<file path="config.mk">
export PLATFORM = sky130hd
export DESIGN_NAME = fcsc_host
export DESIGN_NICKNAME = d
export VERILOG_FILES = /design/src/verilog/fcsc_host.v
export VERILOG_INCLUDE_DIRS = /design/src /design/src/inc
export SDC_FILE = /design/constraint.sdc
export NUM_CORES = 1
export LEC_CHECK = 0
export BUFFER_PORTS_ARGS = -buffer_cell sky130_fd_sc_hd__buf_2
export CAP_MARGIN = 15
export CORE_MARGIN = 1.5
export CORE_UTILIZATION = 40
export CTS_BUF_LIST = sky130_fd_sc_hd__clkbuf_16
export DETAILED_ROUTE_END_ITERATION = 7
export PLACE_DENSITY = 0.71
export RECOVER_POWER = 50
export REMOVE_ABC_BUFFERS = 1
export SYNTH_ARGS = -nofsm -noshare
export SYNTH_HDL_FRONTEND = slang
export SYNTH_SLANG_ARGS = --single-unit
</file>
<file path="constraint.sdc">
create_clock -name clk -period 2.4 [get_ports clk]
set_clock_uncertainty 0.15 [all_clocks]
set_input_delay 0.48 -clock clk [delete_from_list [all_inputs] [get_ports clk]]
set_output_delay 0.48 -clock clk [all_outputs]
set_load 0.02 [all_outputs]
</file>
<file path="src/inc/fcsc_regs.vh">
// constants for the flash command host controller
`ifndef FCSC_REGS_VH
`define FCSC_REGS_VH
// =====================================================
// command codes and unlock addresses
`define FCSC_UNLOCK_ADDR1 21'h000555
`define FCSC_UNLOCK_ADDR2 21'h0002AA
`define FCSC_UNLOCK_DATA1 16'h00AA
`define FCSC_UNLOCK_DATA2 16'h0055
`define FCSC_CMD_RESET 16'h00F0
`define FCSC_CMD_AUTOSEL 16'h0090
`define FCSC_CMD_ENTER 16'h0088
`define FCSC_CMD_EXIT1 16'h0090
`define FCSC_CMD_EXIT2 16'h0000
// =====================================================
// serial id locations
`define FCSC_ID_BOTTOM 21'h000000
`define FCSC_ID_TOP 21'h1F8000
`define FCSC_ID_WORDS 4'h8
// =====================================================
// strobe timing in ns and derived cycles at 10 MHz
`define FCSC_CLK_NS 100
`define FCSC_TSETUP_NS 100
`define FCSC_TSETUP_CYC ((`FCSC_TSETUP_NS + `FCSC_CLK_NS - 1) / `FCSC_CLK_NS)
`define FCSC_TPULSE_NS 200
`define FCSC_TPULSE_CYC ((`FCSC_TPULSE_NS + `FCSC_CLK_NS - 1) / `FCSC_CLK_NS)
`define FCSC_TACC_NS 200
`define FCSC_TACC_CYC ((`FCSC_TACC_NS + `FCSC_CLK_NS - 1) / `FCSC_CLK_NS)
`endif

</file>
<file path="src/verilog/fcsc_host.v">
// host controller that drives flash command sequences over the strobes
`timescale 1ns/1ps
`default_nettype none
`include "fcsc_regs.vh"
module fcsc_host #(
  parameter AW = 21,
  parameter DW = 16
) (
  input wire clk,
  input wire rst_n,
  input wire reqValid, // one-cycle request pulse
  input wire [2:0] reqOp, // operation code
  input wire [AW-1:0] reqAddr, // user word address
  input wire [DW-1:0] reqData, // user write data
  input wire bottomBoot, // part is bottom boot
  input wire lockoutActive, // supply below supply_lockout_threshold
  input wire [DW-1:0] flashDqIn, // data pins, input side
  output reg reqReady, // idle and able to take a request
  output reg respValid, // one-cycle completion pulse
  output reg [DW-1:0] respData, // read data
  output reg inSecured, // host believes secured mode active
  output reg inAutoselect, // host believes autoselect active
  output reg [AW-1:0] flashAddr, // address pins
  output reg [DW-1:0] flashDqOut, // data pins, output side
  output reg flashDqOe, // high while driving data pins
  output reg flashCe_n, // flash select, active low
  output reg flashWe_n, // write strobe, active low
  output reg flashOe_n, // output enable, active low
  output reg flashReset_n // hardware reset pin, active low
);
  // =====================================================
  // operation codes
  localparam OP_READ = 3'h0;
  localparam OP_WRITE = 3'h1; // raw single write cycle
  localparam OP_RESET = 3'h2;
  localparam OP_AUTOSEL = 3'h3;
  localparam OP_ENTER = 3'h4;
  localparam OP_EXIT = 3'h5;
  localparam OP_READID = 3'h6; // reads serial id word reqAddr[2:0]
  localparam OP_HWRESET = 3'h7;
  // =====================================================
  // states
  localparam S_IDLE = 3'h0;
  localparam S_SETUP = 3'h1;
  localparam S_PULSE = 3'h2;
  localparam S_RISE = 3'h3;
  localparam S_RDWAIT = 3'h4;
  localparam S_HWRST = 3'h5;
  localparam S_DONE = 3'h6;
  reg [2:0] state; // sequencer state
  reg [2:0] op; // latched operation
  reg [2:0] step; // cycle index inside a sequence
  reg [2:0] nSteps; // number of write cycles in sequence
  reg [3:0] cnt; // timing counter
  reg [AW-1:0] uAddr; // latched user address
  reg [DW-1:0] uData; // latched user data
  // =====================================================
  // address of write cycle n for a sequence
  function [AW-1:0] seqAddr;
    input [2:0] o;
    input [2:0] n;
    input [AW-1:0] a;
    begin
      if (o == OP_WRITE || o == OP_RESET) begin
        seqAddr = a; // reset ignores address
      end else if (n == 3'h1) begin
        seqAddr = `FCSC_UNLOCK_ADDR2;
      end else begin
        seqAddr = `FCSC_UNLOCK_ADDR1;
      end
    end
  endfunction
  // data of write cycle n for a sequence
  function [DW-1:0] seqData;
    input [2:0] o;
    input [2:0] n;
    input [DW-1:0] d;
    begin
      case (n)
        3'h0: seqData = (o == OP_WRITE) ? d : (o == OP_RESET) ? `FCSC_CMD_RESET : `FCSC_UNLOCK_DATA1;
        3'h1: seqData = `FCSC_UNLOCK_DATA2;
        3'h2: seqData = (o == OP_AUTOSEL) ? `FCSC_CMD_AUTOSEL : (o == OP_ENTER) ? `FCSC_CMD_ENTER : `FCSC_CMD_EXIT1;
        default: seqData = `FCSC_CMD_EXIT2;
      endcase
    end
  endfunction
  // =====================================================
  // number of write cycles per operation
  function [2:0] opSteps;
    input [2:0] o;
    begin
      case (o)
        OP_AUTOSEL: opSteps = 3'h3;
        OP_ENTER: opSteps = 3'h3; // enter comes before any protect writes
        OP_EXIT: opSteps = 3'h4;
        OP_WRITE: opSteps = 3'h1;
        OP_RESET: opSteps = 3'h1;
        default: opSteps = 3'h0;
      endcase
    end
  endfunction
  // =====================================================
  // main sequencer
  always @(posedge clk) begin
    if (!rst_n) begin
      state <= S_IDLE;
      op <= OP_READ;
      step <= 3'h0;
      nSteps <= 3'h0;
      cnt <= 4'h0;
      uAddr <= {AW{1'b0}};
      uData <= {DW{1'b0}};
      reqReady <= 1'b0;
      respValid <= 1'b0;
      respData <= {DW{1'b0}};
      inSecured <= 1'b0;
      inAutoselect <= 1'b0;
      flashAddr <= {AW{1'b0}};
      flashDqOut <= {DW{1'b0}};
      flashDqOe <= 1'b0;
      flashCe_n <= 1'b1; // strobes idle: no write can form
      flashWe_n <= 1'b1;
      flashOe_n <= 1'b1;
      flashReset_n <= 1'b1;
    end else begin
      respValid <= 1'b0;
      case (state)
        S_IDLE: begin
          flashCe_n <= 1'b1;
          flashWe_n <= 1'b1;
          flashOe_n <= 1'b1;
          flashDqOe <= 1'b0;
          reqReady <= 1'b1;
          // only take work while advertising ready, so no command starts mid-operation
          if (reqValid && reqReady) begin
            reqReady <= 1'b0;
            op <= reqOp;
            uData <= reqData;
            step <= 3'h0;
            nSteps <= opSteps(reqOp);
            cnt <= 4'h0;
            if (reqOp == OP_READID) begin
              // serial id placement by boot type
              uAddr <= (bottomBoot ? `FCSC_ID_BOTTOM : `FCSC_ID_TOP) | {{(AW-3){1'b0}}, reqAddr[2:0]};
            end else begin
              uAddr <= reqAddr;
            end
            if (reqOp == OP_HWRESET) begin
              flashReset_n <= 1'b0;
              state <= S_HWRST;
            end else if (opSteps(reqOp) == 3'h0) begin
              // plain reads pass the user address, a protect_group_address in autoselect
              flashAddr <= (reqOp == OP_READID) ? ((bottomBoot ? `FCSC_ID_BOTTOM : `FCSC_ID_TOP) |
                {{(AW-3){1'b0}}, reqAddr[2:0]}) : reqAddr;
              flashCe_n <= 1'b0;
              flashOe_n <= 1'b0;
              state <= S_RDWAIT;
            end else if (lockoutActive) begin
              // writes are pointless during lockout
              state <= S_DONE;
            end else begin
              state <= S_SETUP;
            end
          end
        end
        S_SETUP: begin
          // oe high, address, select low and strobe low, all set in this same cycle
          flashOe_n <= 1'b1;
          flashAddr <= seqAddr(op, step, uAddr);
          flashDqOut <= seqData(op, step, uData);
          flashDqOe <= 1'b1;
          flashCe_n <= 1'b0;
          flashWe_n <= 1'b0;
          cnt <= 4'h0;
          state <= S_PULSE;
        end
        S_PULSE: begin
          cnt <= cnt + 4'h1;
          if (cnt + 4'h1 >= `FCSC_TPULSE_CYC) begin
            // strobe rise latches data
            flashWe_n <= 1'b1;
            state <= S_RISE;
          end
        end
        S_RISE: begin
          flashCe_n <= 1'b1;
          flashDqOe <= 1'b0;
          if (step + 3'h1 >= nSteps) begin
            state <= S_DONE;
            // track device mode from completed sequence
            case (op)
              OP_AUTOSEL: inAutoselect <= 1'b1;
              OP_RESET: inAutoselect <= 1'b0;
              OP_ENTER: inSecured <= 1'b1;
              OP_EXIT: inSecured <= 1'b0;
              default: inAutoselect <= inAutoselect;
            endcase
          end else begin
            step <= step + 3'h1;
            state <= S_SETUP;
          end
        end
        S_RDWAIT: begin
          cnt <= cnt + 4'h1;
          if (cnt + 4'h1 >= `FCSC_TACC_CYC) begin
            respData <= flashDqIn;
            flashCe_n <= 1'b1;
            flashOe_n <= 1'b1;
            state <= S_DONE;
          end
        end
        S_HWRST: begin
          cnt <= cnt + 4'h1;
          if (cnt + 4'h1 >= `FCSC_TPULSE_CYC) begin
            // hardware reset leaves secured and autoselect modes
            flashReset_n <= 1'b1;
            inSecured <= 1'b0;
            inAutoselect <= 1'b0;
            state <= S_DONE;
          end
        end
        S_DONE: begin
          respValid <= 1'b1;
          state <= S_IDLE;
        end
        default: state <= S_IDLE;
      endcase
      // device returns to read array and drops commands
      // placed last so it overrides a sequence that completes in the same cycle
      if (lockoutActive) begin
        inSecured <= 1'b0;
        inAutoselect <= 1'b0;
      end
    end
  end
endmodule
`default_nettype wire

</file>
==> flow_metrics.env, run 1 <==
export IMPL_first_global_vias=4470
export IMPL_p_leak_nw=2.50
export IMPL_ir_drop_mv=0.464
export IMPL_synth_area_leaders="dfxtp_1, nand2_1, a21oi_1"
export IMPL_power_frac_seq_pct=34.8
export IMPL_synth_area_leader_cell="dfxtp_1"
export IMPL_die_x_um=117
export IMPL_clock_latency_ps=410
export IMPL_final_period_utilization_pct=92.6
export IMPL_status="completed"
export IMPL_path_class="flop to flop"
export IMPL_cts_resized=0
export IMPL_nets=825
export IMPL_drive_above_1_share_pct=15.6
export IMPL_path_clk_slew_ps=50
export IMPL_cts_tree="done"
export IMPL_rsz0062_at_grt="false"
export IMPL_cp_start_kind="flop"
export IMPL_worstSetupEndpointType="flop"
export IMPL_power_share_combinational_pct=28.9
export IMPL_min_period_ps=2220
export IMPL_max_freq_mhz=450
export IMPL_hold_class="input pin to flop"
export IMPL_cts_inserted_buffers=17
export IMPL_p_per_area_nw_per_um2=1130
export IMPL_core_area_um2=12600
export IMPL_path_cells="ha_1 -> xor2_1 -> ha_1 -> a21o_1 -> a31oi_1 -> buf_4 -> or4_1 -> a21oi_1"
export IMPL_die_h_um=117
export IMPL_clockBufferDepth=2
export IMPL_slew_headroom_pct=58.4
export IMPL_ctsHoldBuffers=0
export IMPL_synthDistinctLibCells=62
export IMPL_slowest_delay_ps=490
export IMPL_tightest_slew_ps=623
export IMPL_power_share_clock_pct=36.3
export IMPL_wl_met2_um=6350
export IMPL_route_met3_wl_um=694
export IMPL_syn_area_um2=5180
export IMPL_firstDrtPassIters=5
export IMPL_crit_arrival_ps=2420
export IMPL_drtIter0Drc=477
export IMPL_ant_nets=0
export IMPL_path_buf_inv=1
export IMPL_hold_viol_final=0
export IMPL_synth_seq_area_share_pct=44.5
export IMPL_setup_viol=0
export IMPL_drt_wirelength_per_cell_um=14.2
export IMPL_drc_errors=0
export IMPL_antenna_found_initial=0
export IMPL_rows=41
export IMPL_root_buffer="clkbuf_16"
export IMPL_slowest_stage="or4_1"
export IMPL_required_ps=2590
export IMPL_diodes=0
export IMPL_fin_area_um2=6470
export IMPL_synth_warnings=0
export IMPL_sw_frac_of_total_pct=34.4
export IMPL_grt_pass1_wl_um=21700
export IMPL_power_switching_mw=2.52
export IMPL_die_area_um2=13600
export IMPL_postCtsSetupBuffers=0
export IMPL_vias_per_cell=5.27
export IMPL_synth_ff_type="dfxtp_1"
export IMPL_avgSynthCellArea_um2=7.99
export IMPL_drt_total_wl_um=13400
export IMPL_cell_internal_pwr_mw=4.81
export IMPL_synth_top_area_share_pct=44.5
export IMPL_grt_max_degree=51
export IMPL_dpl_cell_area_um2=5960
export IMPL_design_portCount=123
export IMPL_grtUsageTotal_pct=20.4
export IMPL_top_layer="met4"
export IMPL_path_delay_family="adder cells"
export IMPL_yosysMostFrequentCell="dfxtp_1"
export IMPL_cts_num_sinks=115
export IMPL_nFillCells=1291
export IMPL_power_total_mw=7.33
export IMPL_syn_inst=648
export IMPL_place_congestion=0.902
export IMPL_numPortBuffers=122
export IMPL_ys_async_sr_fraction_pct=0
export IMPL_area_delta_synth_final_pct=25.1
export IMPL_report_final_slew_viol_count=0
export IMPL_synth_edf_count=0
export IMPL_yosys_top_cells_count="dfxtp_1, nand2_1, a21oi_1"
export IMPL_vias=4944
export IMPL_htree_levels=4
export IMPL_synth_seq_cells=115
export IMPL_overflow=0
export IMPL_path_common_cell="ha_1"
export IMPL_initial_core_util_pct=41.0
export IMPL_dp_final_hpwl_um=8890
export IMPL_wl_met1_um=6090
export IMPL_cp_max_fo=7
export IMPL_maxCapViolCount=0
[per-layer routing]
metal / GRT usage, % / up-vias
met2: 34.4 / 137
met3: 4.00 / 16
met4: 8.59 / 0
met5: 0 / -
met1: 25.4 / 2278
li1: - / 2513
[flip-flops by register name, indices dropped and copies added (netlist names), 3 cells and up]
name,flops
cnt,4
step,3
flashAddr,21
uData,16
flashDqOut,16
state,3
respData,16
uAddr,21
nSteps,3
op,3
[worst min-delay path: cells and delay by family]
| family | cells | cell delay (ps) |
|---|---|---|
| buf+inv | 1 | 90 |
| compound gates | 1 | 50 |
| simple gates | 1 | 40 |
[layout make-up]
type / instances / area [um2] / area share [%]
clock buffer: 17 / 425 / 6.57
tap: 172 / 215 / 3.32
inverter: 10 / 37.5 / 0.580
sequential: 115 / 2300 / 35.6
multi-input combinational: 467 / 2570 / 39.7
clock inverter: 14 / 194 / 3.00
timing repair buffer: 144 / 729 / 11.3
[placed cells by master (no fill, tap or decap), drive strengths merged, types with 4 or more instances in the layout]
cell / n
o211ai: 9
o22ai: 4
ha: 9
nor2: 48
o32ai: 4
clkbuf: 82
nor3: 15
nor2b: 7
nand3: 60
a311oi: 5
nand2: 107
dfxtp: 115
a21o: 4
nand2b: 8
inv: 11
bufinv: 5
o211a: 5
o21ai: 38
a211oi: 11
clkinv: 7
a21oi: 75
buf: 79
a31oi: 8
o31ai: 4
[power groups by stage]
| stage | Clock [mW] | Sequential [mW] | Combinational, mW |
|---|---|---|---|
| 2_1_floorplan | 0 | 2.77 | 1.15 |
| 3_3_place_gp | 0 | 2.57 | 2.17 |
| 3_5_place_dp | 0 | 2.57 | 2.20 |
| 4_1_cts | 2.72 | 2.54 | 2.22 |
| 5_1_grt | 2.79 | 2.60 | 2.36 |
| 6_report | 2.66 | 2.55 | 2.12 |
[through the flow]
stage               std cells  util [%]  setup WS [ps]  TNS [ps]  hold WS, ps
detailed placement        908      47.2            187         0          293
floorplan                 592         -          -1200    -29360          282
finish                    939      51.3            177         0          151
global route              939      51.3           21.7         0          146
global placement          908      47.2            210         0          290
CTS                       939      52.1            170         0          133
[worst paths after layout]
kind	start	endpoint	slack, ps	cells after the start
max reg2reg	step[0]	inSecured	180	8
min	reqData[2]	uData[2]	150	3
max	step[0]	inSecured	180	8
min reg2reg	flashDqOut[9]	flashDqOut[9]	300	2
[kinds of logic after synthesis]
group	Yosys count	share of synthesized area, %
AO/OA/AOI/OAI	186	22.3
AND/OR/NAND/NOR	264	23.4
adder cells (fa/ha/maj)	9	2.18
buffers and inverters	66	5.90
multiplexers	3	0.580
flip-flops	115	44.5
XOR/XNOR	5	1.14
Power figures use the tool's default switching activity.
==> run 2, diff against run 1 <==
ABC_AREA = 1   (was unset)
==> flow_metrics.env, run 2 <==
export IMPL_synth_seq_cells=115
export IMPL_synth_area_leaders="dfxtp_1, nand2_1, nand3_1"
export IMPL_avgSynthCellArea_um2=7.15
export IMPL_yosysMostFrequentCell="nand2_1"
export IMPL_clockBufferDepth=2
export IMPL_cp_max_fo=4
export IMPL_grtUsageTotal_pct=20.9
export IMPL_drt_total_wl_um=13900
export IMPL_status="completed"
export IMPL_synth_area_leader_cell="dfxtp_1"
export IMPL_hold_start="reqData[12]"
export IMPL_final_period_utilization_pct=91.7
export IMPL_biggestRegsByFlops="flashAddr: 21 flops, uAddr: 21 flops"
export IMPL_report_final_slew_viol_count=0
export IMPL_rsz0062_at_grt="false"
export IMPL_crit_arrival_ps=2320
export IMPL_cp_start_kind="flop"
export IMPL_power_share_clock_pct=30.0
export IMPL_grt_pass1_wl_um=22100
export IMPL_synthDistinctLibCells=37
export IMPL_yosys_top_cells_count="nand2_1, dfxtp_1, nand3_1"
export IMPL_initial_core_util_pct=41.0
export IMPL_required_ps=2520
export IMPL_design_portCount=123
export IMPL_startpoint="step[0]"
export IMPL_cell_internal_pwr_mw=4.61
export IMPL_drc_errors=0
export IMPL_slew_headroom_pct=43.7
export IMPL_core_area_um2=12700
export IMPL_power_switching_mw=3.07
export IMPL_nets=913
export IMPL_max_freq_mhz=454
export IMPL_htree_levels=4
export IMPL_tns_ps=0
export IMPL_hold_class="input pin to flop"
export IMPL_top_layer="met4"
export IMPL_tightest_slew_ps=845
export IMPL_setup_viol=0
export IMPL_setup_ws_ps=199
export IMPL_synth_ff_type="dfxtp_1"
export IMPL_overflow=0
export IMPL_syn_area_um2=5200
export IMPL_syn_inst=727
export IMPL_power_share_combinational_pct=36.7
export IMPL_synth_edf_count=0
export IMPL_die_x_um=117
export IMPL_cts_inserted_buffers=17
export IMPL_firstDrtPassIters=5
export IMPL_path_class="flop to flop"
export IMPL_synth_warnings=0
export IMPL_route_met3_wl_um=1210
export IMPL_vias_per_cell=4.99
export IMPL_postCtsSetupBuffers=0
export IMPL_place_congestion=0.872
export IMPL_cts_tree="done"
export IMPL_final_common_cell="nand2_1"
export IMPL_ir_drop_mv=0.603
export IMPL_min_period_ps=2200
export IMPL_stdcell_count=1027
export IMPL_drtIter0Drc=253
export IMPL_layout_common_cells="nand2_1, dfxtp_1, nand3_1"
export IMPL_first_global_vias=4578
export IMPL_worstReg2RegStart="step[0]"
export IMPL_vias=5126
export IMPL_pre_cts_slack_ps=253
export IMPL_hold_viol_final=0
export IMPL_rows=41
export IMPL_antenna_found_initial=1
export IMPL_power_frac_seq_pct=33.3
export IMPL_numPortBuffers=122
export IMPL_synth_seq_area_share_pct=44.3
export IMPL_power_total_mw=7.68
export IMPL_dp_cells=996
export IMPL_wl_met1_um=6330
export IMPL_drt_wirelength_per_cell_um=13.5
export IMPL_grt_max_degree=53
export IMPL_maxCapViolCount=0
export IMPL_ant_nets=0
export IMPL_worstSetupEndpointType="flop"
export IMPL_synth_top_area_share_pct=44.3
export IMPL_wl_met2_um=6130
export IMPL_die_area_um2=13700
export IMPL_die_h_um=117
export IMPL_ys_async_sr_fraction_pct=0
export IMPL_sw_frac_of_total_pct=39.9
export IMPL_drive_above_1_share_pct=13.6
export IMPL_root_buffer="clkbuf_16"
export IMPL_area_delta_synth_final_pct=23.0
export IMPL_path_clk_slew_ps=50
export IMPL_dp_final_hpwl_um=9520
export IMPL_clock_latency_ps=420
export IMPL_cts_num_sinks=115
export IMPL_p_per_area_nw_per_um2=1200
export IMPL_p_leak_nw=2.82
-- run 2: path summary, 6_finish.rpt --
path	to	slack, ps	cells past startpoint
max	state[1]	200	9
min	uData[12]	160	3
min reg2reg	uData[6]	300	2
max reg2reg	state[1]	200	9
-- run 2: area by class of cell --
cell class                 count  area [um2]
fill                        1326        6280
multi-input combinational    500        2410
sequential                   115        2300
timing repair buffer         134         641
clock buffer                  17         425
inverter                      75         287
tap                          172         215
clock inverter                13         105
antenna                        1        2.50
-- run 2: power groups by stage --
stage	Clock (mW)	Combinational (mW)	Sequential, mW
after floorplan	0	1.66	2.84
after global placement	0	2.85	2.57
after detailed placement	0	2.86	2.59
after CTS	2.35	2.89	2.55
after global routing	2.44	3.16	2.61
final	2.30	2.82	2.56
-- run 2: per-layer routing --
metal / vias to the layer above / GRT usage [%]
met5: - / 0
met4: 0 / 7.39
met3: 22 / 7.42
met2: 199 / 32.6
met1: 2270 / 26.8
li1: 2635 / -
-- run 2: metrics by stage --
step / hold WS, ps / utilization [%] / cell area, um2
6_report: 158 / 50.4 / 6390
2_1_floorplan: 279 / - / 5000
3_3_place_gp: 292 / 46.9 / 5940
3_5_place_dp: 298 / 46.9 / 5940
5_1_grt: 158 / 50.4 / 6390
4_1_cts: 140 / 51.1 / 6470
-- run 2: repair_timing --
| item | in CTS | in global routing |
|---|---|---|
| gates resized for setup | 0 | 2 |
| setup endpoints to repair | 0 | 3 |
| endpoints found under the hold margin | 0 | 0 |
| hold buffers | 0 | 0 |
-- run 2: kinds of logic after synthesis --
| group | count (synthesis) | share of synthesized area (%) |
|---|---|---|
| xor gates and xnor gates | 1 | 0.169 |
| adders and majority gates | 9 | 2.17 |
| and+or+nand+nor | 336 | 28.6 |
| DFF | 115 | 44.3 |
| buffers and inverters | 112 | 9.22 |
| AOI/OAI and AO/OA | 154 | 15.5 |
-- run 2: worst max-delay path, stage by stage (launching register included) --
cell and delay (ps):
dfxtp_1 390, ha_1 200, xor2_1 190, ha_1 290
a21oi_1 190, nand3_1 90, nand2_1 140, nand3_1 90
o21ai_0 210, a21oi_1 90
